File: config.mk
export PLATFORM = sky130hd
export DESIGN_NAME = bscan_tap
export DESIGN_NICKNAME = d
export VERILOG_FILES = /design/src/rtl/bscan_pkg.sv /design/src/rtl/bscan_tap.sv
export SDC_FILE = /design/constraint.sdc
export NUM_CORES = 1
export LEC_CHECK = 0
export BUFFER_PORTS_ARGS = -buffer_cell sky130_fd_sc_hd__buf_4
export CORE_AREA = 2 2 173 133
export CTS_BUF_LIST = sky130_fd_sc_hd__clkbuf_16
export CTS_CLUSTER_DIAMETER = 120
export CTS_CLUSTER_SIZE = 25
export DETAILED_ROUTE_END_ITERATION = 16
export DIE_AREA = 0 0 175 135
export GPL_TIMING_DRIVEN = 0
export PLACE_DENSITY = 0.52
export SYNTH_ARGS = -nofsm -noshare
export SYNTH_HDL_FRONTEND = slang
export SYNTH_SLANG_ARGS = --single-unit
File: constraint.sdc
create_clock -name CORE_CLK_I -period 3.3 [get_ports CORE_CLK_I]
set_clock_uncertainty 0.05 [all_clocks]
set_input_delay 0.33 -clock CORE_CLK_I [delete_from_list [all_inputs] [get_ports CORE_CLK_I]]
set_output_delay 0.33 -clock CORE_CLK_I [all_outputs]
set_load 0.03 [all_outputs]
File: src/rtl/bscan_pkg.sv
package bscan_pkg;
    localparam int IR_W = 4;
    typedef enum logic [3:0] {
        TLR, RTI, SEL_DR, CAP_DR, SHIFT_DR, EX1_DR, PAUSE_DR, EX2_DR, UPD_DR,
        SEL_IR, CAP_IR, SHIFT_IR, EX1_IR, PAUSE_IR, EX2_IR, UPD_IR
    } tap_state_e;
    localparam logic [3:0] OP_EXTEST     = 4'h0;
    localparam logic [3:0] OP_IDCODE     = 4'h1;
    localparam logic [3:0] OP_SAMPLE     = 4'h2;
    localparam logic [3:0] OP_PART_RESET = 4'hC;
    localparam logic [3:0] OP_BYPASS     = 4'hF;
    localparam logic [3:0] IR_CAPTURE    = 4'h1;
    localparam int         ADDR_W        = 8;
    localparam logic [7:0] CSR_ADDR      = 8'h00;
    localparam logic [7:0] CSR_RESET     = 8'h00;
    localparam int         DIS_BIT       = 7;
    localparam int         ISC_BIT       = 6;
    localparam int         TRF_BIT       = 4;
    localparam logic [2:0] TIMED_WIN     = 3'h4;
    // Identity fields, values arbitrary
    localparam logic [3:0]  ID_REV       = 4'h3;
    localparam logic [15:0] ID_PART      = 16'hA5C3;
    localparam logic [10:0] ID_MAKER     = 11'h155;
    localparam int CLK_PERIOD_NS  = 20;
    localparam int TOUT_SHORT_NS  = 4100000;
    localparam int TOUT_LONG_NS   = 65000000;
    localparam int TOUT_SHORT_CYC = (TOUT_SHORT_NS + CLK_PERIOD_NS - 1) / CLK_PERIOD_NS;
    localparam int TOUT_LONG_CYC  = (TOUT_LONG_NS + CLK_PERIOD_NS - 1) / CLK_PERIOD_NS;
    localparam logic [5:0] SYNC_RESET = 6'h01;
endpackage : bscan_pkg

File: src/rtl/bscan_tap.sv
// The address map and the strobed register port are this design's own decisions.
`timescale 1ns/1ns
// Summary of operation
// - Identification instruction is loaded whenever the tap sits in reset.
// - Loading external-test drives latched output values onto pins at once.
// - External test samples pin levels into the ring and drives outputs from it.
// - Port works only with enable fuse programmed and disable bit clear.
// - Test clock is independent of core clock; its edges are detected, not used.
// - Bypass is one stage, zero after capture when selected.
// - Identification word: revision 31:28, part 27:12, maker 11:1, bit0 one.
// - A one in the test reset register holds the whole part in reset.
// - Test reset register acts directly, with no update latch.
// - After test reset release, reset holds for the fuse-selected time-out.
// - Any reset puts every pin into high impedance immediately.
// - Code 0x2 selects the ring; update loads latches without driving pins.
// - Sample/preload captures pin levels and shifts the ring on test clock.
// - Code 0xC selects the one-bit test reset register, tap not reset.
// - Code 0xF selects bypass; capture loads zero, shift passes one cell.
// - Control bit 7 disables the port when set.
// - Disable bit changes only on two equal writes within four cycles.
// - Flag bit 4 set by test reset; cleared by power-on reset or writing zero.
module bscan_tap #(
    parameter int NPINS      = 8,
    parameter int TOUT_SHORT = bscan_pkg::TOUT_SHORT_CYC,
    parameter int TOUT_LONG  = bscan_pkg::TOUT_LONG_CYC
) (
    input  wire logic                          CORE_CLK_I,
    input  wire logic                          SRST_I,
    input  wire logic                          TCK_I,
    input  wire logic                          TMS_I,
    input  wire logic                          TDI_I,
    output logic                               TDO_O,
    output logic                               TDO_OE_O,
    input  wire logic                          TAP_ENABLE_FUSE_I,
    input  wire logic                          TOUT_SEL_FUSE_I,
    input  wire logic                          EXT_RESET_N_I,
    input  wire logic [NPINS-1:0]              PIN_I,
    output logic      [NPINS-1:0]              PIN_O,
    output logic      [NPINS-1:0]              PIN_OE_O,
    input  wire logic [NPINS-1:0]              SYS_OUT_I,
    input  wire logic [NPINS-1:0]              SYS_OE_I,
    output logic                               PART_RESET_O,
    input  wire logic [bscan_pkg::ADDR_W-1:0]  ADDR_I,
    input  wire logic [7:0]                    WDATA_I,
    input  wire logic                          WR_I,
    input  wire logic                          RD_I,
    output logic      [7:0]                    RDATA_O
);
    localparam int RL = 2 * NPINS;

    function automatic bscan_pkg::tap_state_e tap_next(input bscan_pkg::tap_state_e s,
                                                       input logic m);
        bscan_pkg::tap_state_e n;
        n = s;
        case (s)
            bscan_pkg::TLR:      n = m ? bscan_pkg::TLR      : bscan_pkg::RTI;
            bscan_pkg::RTI:      n = m ? bscan_pkg::SEL_DR   : bscan_pkg::RTI;
            bscan_pkg::SEL_DR:   n = m ? bscan_pkg::SEL_IR   : bscan_pkg::CAP_DR;
            bscan_pkg::CAP_DR:   n = m ? bscan_pkg::EX1_DR   : bscan_pkg::SHIFT_DR;
            bscan_pkg::SHIFT_DR: n = m ? bscan_pkg::EX1_DR   : bscan_pkg::SHIFT_DR;
            bscan_pkg::EX1_DR:   n = m ? bscan_pkg::UPD_DR   : bscan_pkg::PAUSE_DR;
            bscan_pkg::PAUSE_DR: n = m ? bscan_pkg::EX2_DR   : bscan_pkg::PAUSE_DR;
            bscan_pkg::EX2_DR:   n = m ? bscan_pkg::UPD_DR   : bscan_pkg::SHIFT_DR;
            bscan_pkg::UPD_DR:   n = m ? bscan_pkg::SEL_DR   : bscan_pkg::RTI;
            bscan_pkg::SEL_IR:   n = m ? bscan_pkg::TLR      : bscan_pkg::CAP_IR;
            bscan_pkg::CAP_IR:   n = m ? bscan_pkg::EX1_IR   : bscan_pkg::SHIFT_IR;
            bscan_pkg::SHIFT_IR: n = m ? bscan_pkg::EX1_IR   : bscan_pkg::SHIFT_IR;
            bscan_pkg::EX1_IR:   n = m ? bscan_pkg::UPD_IR   : bscan_pkg::PAUSE_IR;
            bscan_pkg::PAUSE_IR: n = m ? bscan_pkg::EX2_IR   : bscan_pkg::PAUSE_IR;
            bscan_pkg::EX2_IR:   n = m ? bscan_pkg::UPD_IR   : bscan_pkg::SHIFT_IR;
            bscan_pkg::UPD_IR:   n = m ? bscan_pkg::SEL_DR   : bscan_pkg::RTI;
            default:             n = bscan_pkg::TLR;
        endcase
        return n;
    endfunction : tap_next

    logic [5:0]            sa_r;
    logic [5:0]            sb_r;
    logic [NPINS-1:0]      pa_r;
    logic [NPINS-1:0]      pb_r;
    logic                  tck_d_r;
    bscan_pkg::tap_state_e state_r;
    logic [3:0]            ir_sh_r;
    logic [3:0]            ir_r;
    logic                  bypass_r;
    logic [31:0]           id_sh_r;
    logic [RL-1:0]         ring_r;
    logic [NPINS-1:0]      latch_r;
    logic                  test_rst_r;
    logic [31:0]           tout_r;
    logic                  dis_r;
    logic                  isc_r;
    logic                  trf_r;
    logic [2:0]            pend_cnt_r;
    logic                  pend_val_r;

    // Two-stage sync: test clock, mode, data, fuses, external reset
    always_ff @(posedge CORE_CLK_I)
    begin
        if (SRST_I)
        begin
            sa_r <= bscan_pkg::SYNC_RESET;
            sb_r <= bscan_pkg::SYNC_RESET;
            pa_r <= '0;
            pb_r <= '0;
            tck_d_r <= 1'b0;
        end
        else
        begin
            sa_r <= {TCK_I, TMS_I, TDI_I, TAP_ENABLE_FUSE_I, TOUT_SEL_FUSE_I, EXT_RESET_N_I};
            sb_r <= sa_r;
            pa_r <= PIN_I;
            pb_r <= pa_r;
            tck_d_r <= sb_r[5];
        end
    end

    // Edge detection lets the test clock outrun nothing but half the core rate
    wire tck_rise = sb_r[5] & ~tck_d_r;
    wire tck_fall = ~sb_r[5] & tck_d_r;
    wire tms      = sb_r[4];
    wire tdi      = sb_r[3];
    wire fuse     = sb_r[2];
    wire tsel     = sb_r[1];
    wire ext_rst  = ~sb_r[0];
    wire tap_en   = fuse & ~dis_r;

    wire sel_ext    = (ir_r == bscan_pkg::OP_EXTEST);
    wire sel_sample = (ir_r == bscan_pkg::OP_SAMPLE);
    wire sel_id     = (ir_r == bscan_pkg::OP_IDCODE);
    wire sel_rst    = (ir_r == bscan_pkg::OP_PART_RESET);
    wire sel_ring   = sel_ext | sel_sample;
    // Unknown codes fall back to bypass
    wire sel_bypass = ~(sel_ring | sel_id | sel_rst);
    wire [31:0] id_word = {bscan_pkg::ID_REV, bscan_pkg::ID_PART, bscan_pkg::ID_MAKER, 1'b1};
    wire in_reset   = ext_rst | test_rst_r | (tout_r != 32'h0);
    wire [NPINS-1:0] pin_drv = sel_ext ? latch_r : SYS_OUT_I;
    wire cap_dr     = tck_rise & (state_r == bscan_pkg::CAP_DR);
    wire sh_dr      = tck_rise & (state_r == bscan_pkg::SHIFT_DR);
    wire tdo_bit    = (state_r == bscan_pkg::SHIFT_IR) ? ir_sh_r[0] :
                      sel_ring ? ring_r[0] : sel_id ? id_sh_r[0] :
                      sel_rst ? test_rst_r : bypass_r;
    wire shifting   = (state_r == bscan_pkg::SHIFT_IR) | (state_r == bscan_pkg::SHIFT_DR);
    wire wr_hit     = WR_I & (ADDR_I == bscan_pkg::CSR_ADDR);
    wire rd_hit     = RD_I & (ADDR_I == bscan_pkg::CSR_ADDR);
    wire [7:0] csr_val = {dis_r, isc_r, 1'b0, trf_r, 4'h0};

    always_ff @(posedge CORE_CLK_I)
    begin
        if (SRST_I || !tap_en)
            state_r <= bscan_pkg::TLR;
        else if (tck_rise)
            state_r <= tap_next(state_r, tms);
    end

    always_ff @(posedge CORE_CLK_I)
    begin
        if (SRST_I || state_r == bscan_pkg::TLR)
            ir_r <= bscan_pkg::OP_IDCODE;
        else if (tck_rise && state_r == bscan_pkg::UPD_IR)
            ir_r <= ir_sh_r;
    end

    always_ff @(posedge CORE_CLK_I)
    begin
        if (SRST_I)
            ir_sh_r <= bscan_pkg::IR_CAPTURE;
        else if (tck_rise && state_r == bscan_pkg::CAP_IR)
            ir_sh_r <= bscan_pkg::IR_CAPTURE;
        else if (tck_rise && state_r == bscan_pkg::SHIFT_IR)
            ir_sh_r <= {tdi, ir_sh_r[3:1]};
    end

    always_ff @(posedge CORE_CLK_I)
    begin
        if (SRST_I)
        begin
            bypass_r <= 1'b0;
            id_sh_r  <= '0;
            ring_r   <= '0;
        end
        else if (cap_dr)
        begin
            bypass_r <= 1'b0;
            id_sh_r  <= id_word;
            if (sel_ring)
                ring_r <= {pin_drv, pb_r};
        end
        else if (sh_dr)
        begin
            if (sel_bypass)
                bypass_r <= tdi;
            if (sel_id)
                id_sh_r <= {tdi, id_sh_r[31:1]};
            if (sel_ring)
                ring_r <= {tdi, ring_r[RL-1:1]};
        end
    end

    always_ff @(posedge CORE_CLK_I)
    begin
        if (SRST_I)
            latch_r <= '0;
        else if (tck_rise && state_r == bscan_pkg::UPD_DR && sel_ring)
            latch_r <= ring_r[RL-1:NPINS];
    end

    // No update stage: reset follows the shift cell directly
    always_ff @(posedge CORE_CLK_I)
    begin
        if (SRST_I || !tap_en)
            test_rst_r <= 1'b0;
        else if (sh_dr && sel_rst)
            test_rst_r <= tdi;
    end

    always_ff @(posedge CORE_CLK_I)
    begin
        if (SRST_I)
            tout_r <= '0;
        else if (ext_rst || test_rst_r)
            tout_r <= tsel ? 32'(TOUT_LONG) : 32'(TOUT_SHORT);
        else if (tout_r != 32'h0)
            tout_r <= tout_r - 32'h1;
    end

    always_ff @(posedge CORE_CLK_I)
    begin
        if (SRST_I)
        begin
            PART_RESET_O <= 1'b1;
            PIN_O        <= '0;
            PIN_OE_O     <= '0;
        end
        else
        begin
            PART_RESET_O <= in_reset;
            PIN_O        <= pin_drv;
            PIN_OE_O     <= in_reset ? '0 : (sel_ext ? '1 : SYS_OE_I);
        end
    end

    // Data out changes on the falling test-clock edge
    always_ff @(posedge CORE_CLK_I)
    begin
        if (SRST_I || !tap_en)
        begin
            TDO_O    <= 1'b0;
            TDO_OE_O <= 1'b0;
        end
        else if (tck_fall)
        begin
            TDO_O    <= tdo_bit;
            TDO_OE_O <= shifting;
        end
    end

    // Timed change guards against a stray store killing the port
    always_ff @(posedge CORE_CLK_I)
    begin
        if (SRST_I)
        begin
            dis_r      <= bscan_pkg::CSR_RESET[bscan_pkg::DIS_BIT];
            isc_r      <= bscan_pkg::CSR_RESET[bscan_pkg::ISC_BIT];
            trf_r      <= bscan_pkg::CSR_RESET[bscan_pkg::TRF_BIT];
            pend_cnt_r <= 3'h0;
            pend_val_r <= 1'b0;
            RDATA_O    <= 8'h00;
        end
        else
        begin
            RDATA_O <= rd_hit ? csr_val : 8'h00;
            if (wr_hit)
                isc_r <= WDATA_I[bscan_pkg::ISC_BIT];
            if (test_rst_r)
                trf_r <= 1'b1;
            else if (wr_hit && !WDATA_I[bscan_pkg::TRF_BIT])
                trf_r <= 1'b0;
            if (wr_hit && pend_cnt_r != 3'h0 && WDATA_I[bscan_pkg::DIS_BIT] == pend_val_r)
            begin
                dis_r      <= pend_val_r;
                pend_cnt_r <= 3'h0;
            end
            else if (wr_hit)
            begin
                pend_cnt_r <= bscan_pkg::TIMED_WIN;
                pend_val_r <= WDATA_I[bscan_pkg::DIS_BIT];
            end
            else if (pend_cnt_r != 3'h0)
                pend_cnt_r <= pend_cnt_r - 3'h1;
        end
    end
endmodule : bscan_tap
==> results_dict.tcl <==
set metrics [dict create \
    status "finished, final reports clean" \
    syn_to_final_growth_pct 22.4 \
    rsz0062_at_grt "false" \
    fin_crit_sh_pct 86.9 \
    die_area_um2 23600 \
    start_util_pct 29.6 \
    critPathTopFamily "simple AND/OR/NAND/NOR gates" \
    peakVddDrop_uv 344 \
    report.final.slew_viol_count 0 \
    wirelength_um 15500 \
    syn_area_per_cell_um2 8.82 \
    ys.flop_type "dfxtp_1" \
    wl_met2_um 6460 \
    first_global_vias 4934 \
    crit_slowest_cell "nor4_2" \
    vias 5312 \
    insertion_delay_ps 430 \
    tns_ps 0 \
    postLayoutSetupSlackWorst_ps 433 \
    grt_pass1_wl_um 25700 \
    yosysTopAreaCellShare_pct 49.6 \
    synth-edff-count 0 \
    yosysMostFrequentCell "dfxtp_1" \
    hp-class "primary input to flop" \
    clk_pin_slew_ps 70 \
    path_max_fanout 10 \
    endpoint_kind "flop" \
    firstDrtPassIters 5 \
    drt-initial-drc-count 346 \
    synth_top_area_cell "dfxtp_1" \
    cts_num_sinks 160 \
    maxCapViolCount 0 \
    syn-cell-area_um2 6450 \
    dp_slack_ps 285 \
    setup_viol 0 \
    core_area_um2 21800 \
    fmax_ghz 0.349 \
    top_layer "met4" \
    grt_max_degree 17 \
    cts_tree "done" \
    power.density_nw_per_um2 676 \
    cts_resized 0 \
    die_w_um 175 \
    p_total_mw 5.34 \
    wirelength_met1_um 8220 \
    tightest_slew_ps 1200 \
    post-route-min-period_ps 2870 \
    ant_nets 0 \
    async_reset_ff_share_pct 0 \
    routedWlPerCell_um 13.8 \
    rows 47 \
    cts_hold_buffers 0 \
    dpl.hpwl_um 10800 \
    drc 0 \
    via_per_inst 4.72 \
    n_antenna_cell 0 \
    io_pins 77 \
    grt.total_usage_pct 13.7 \
    n_fill_cell 2256 \
    seq_area_frac_synth_pct 49.6 \
    hold_violations 0 \
    ys_top_cells_by_count "dfxtp_1 (160), nor2_1 (85), nand2_1 (81), a21oi_1 (55), nor3_1 (48)" \
    start_kind "flop" \
    overflow 0 \
    critPathKind "flop to flop" \
    final_net_count 873 \
    ys_ff_latch 160 \
    syn_inst 732 \
    multi_input_area_um2 3020 \
    synth_cell_types 54 \
    crit_buf_inv 0 \
    crit_chain "or4_1, nor4_2, nand3_1, nor2_1, o21a_1" \
    arrival_ps 3180 \
    cp_data_required_time_ps 3620 \
    portBuffers 65 \
    leakage_nw 2.93 \
    register_area_um2 3200 \
    htree_levels 4 \
    root_buffer "clkbuf_16" \
    yosys-top-cells-area "dfxtp_1 (50%), mux2i_1 (5.0%), nor2_1 (4.9%), nand2_1 (4.7%), a21oi_1 (4.3%)" \
    cts_buffer_depth 2 \
    relSlewSlack_pct 19.4 \
    ys_warn_count 0 \
    max_stage_delay_ps 740 \
    cts_buffers 17 \
    wl_met3_um 750 \
    antenna_found_initial 0 \
    drive_gt1_share_pct 14.7 \
    post-cts-setup-buffer-count 0 \
    gp_congestion 0.802 \
    die_h_um 135 \
]
==> stage by stage <==
stage               utilization (%)  std cells  hold slack (ps)  cell area (µm²)
finish                         36.2       1126             57.7             7900
global route                   36.2       1126             42.6             7900
CTS                            36.2       1126             42.8             7890
detailed placement             33.6       1095              343             7330
global placement               33.6       1095              342             7330
floorplan                         -        736              339             6470
==> routing by layer <==
metal,global-route usage (%),up-vias
met5,0,-
met4,3.19,0
met3,4.08,10
met2,19.8,103
met1,20.1,2479
li1,-,2720
==> final timing paths <==
path / cells past startpoint / start / slack [ps] / to
worst min-delay path: 2 / SYS_OE_I[1] / 60 / PIN_OE_O[1]
worst max register to register: 5 / tout_r[19] / 430 / PIN_OE_O[0]
worst max-delay path: 5 / tout_r[19] / 430 / PIN_OE_O[0]
worst min register to register: 1 / sa_r[0] / 350 / sb_r[0]
==> layout by cell type, fill, tap and decap left out, types with 3 or more instances in the layout <==
master	count
a211oi_1	12
clkbuf_1	40
nor3_1	48
ha_1	3
o31ai_1	4
a21oi_1	55
xor2_1	3
mux2i_1	32
buf_1	3
nand2b_1	7
o211ai_1	9
a31o_2	5
nor2b_1	35
inv_1	10
nor4_2	4
clkbuf_16	17
o21a_1	9
nand4_1	3
a31oi_1	3
buf_2	4
a311oi_1	4
or4_1	5
nand3_1	8
dfxtp_1	160
nand2_1	81
o21ai_0	16
a2111oi_0	3
or3_1	8
conb_1	5
and2_1	3
buf_4	70
xnor2_1	22
or2_2	4
nor4_1	10
and3_1	3
nor2_1	85
==> power breakdown <==
group,switching (mW),internal [mW],total (mW)
logic,0.691,0.510,1.20
registers,0.142,2.09,2.24
clock network,0.795,1.11,1.90
total,1.63,3.71,5.34
==> flip-flops by register name (all words and copies together) (netlist names), 3 cells and up <==
| signal | flops |
|---|---|
| pa_r | 8 |
| pb_r | 8 |
| sa_r | 6 |
| PIN_OE_O | 8 |
| ir_sh_r | 4 |
| ring_r | 16 |
| state_r | 4 |
| tout_r | 32 |
| id_sh_r | 32 |
| ir_r | 4 |
| latch_r | 8 |
| RDATA_O | 3 |
| PIN_O | 8 |
| sb_r | 6 |
| pend_cnt_r | 3 |
==> cell families after synthesis <==
family                     after synthesis  share of synthesized area (%)
AOI/OAI and AO/OA                      130                           12.7
xor gates and xnor gates                25                           3.39
adders and majority gates                3                          0.582
buffers and inverters                   60                           3.86
DFF                                    160                           49.6
muxes                                   33                           5.14
other                                    1                         0.0581
and+or+nand+nor                        320                           24.7
==> cell type report <==
class                   instances  share of cell area [%]
clock buffers                  17                    5.38
inverters                       8                   0.380
repair buffers                 65                    6.18
clock inverters                14                    1.81
flip-flops and latches        160                    40.5
plain buffers                  52                    2.77
well taps                     294                    4.66
multi-input cells             516                    38.3
No activity file was read; power rests on OpenSTA's default activity.
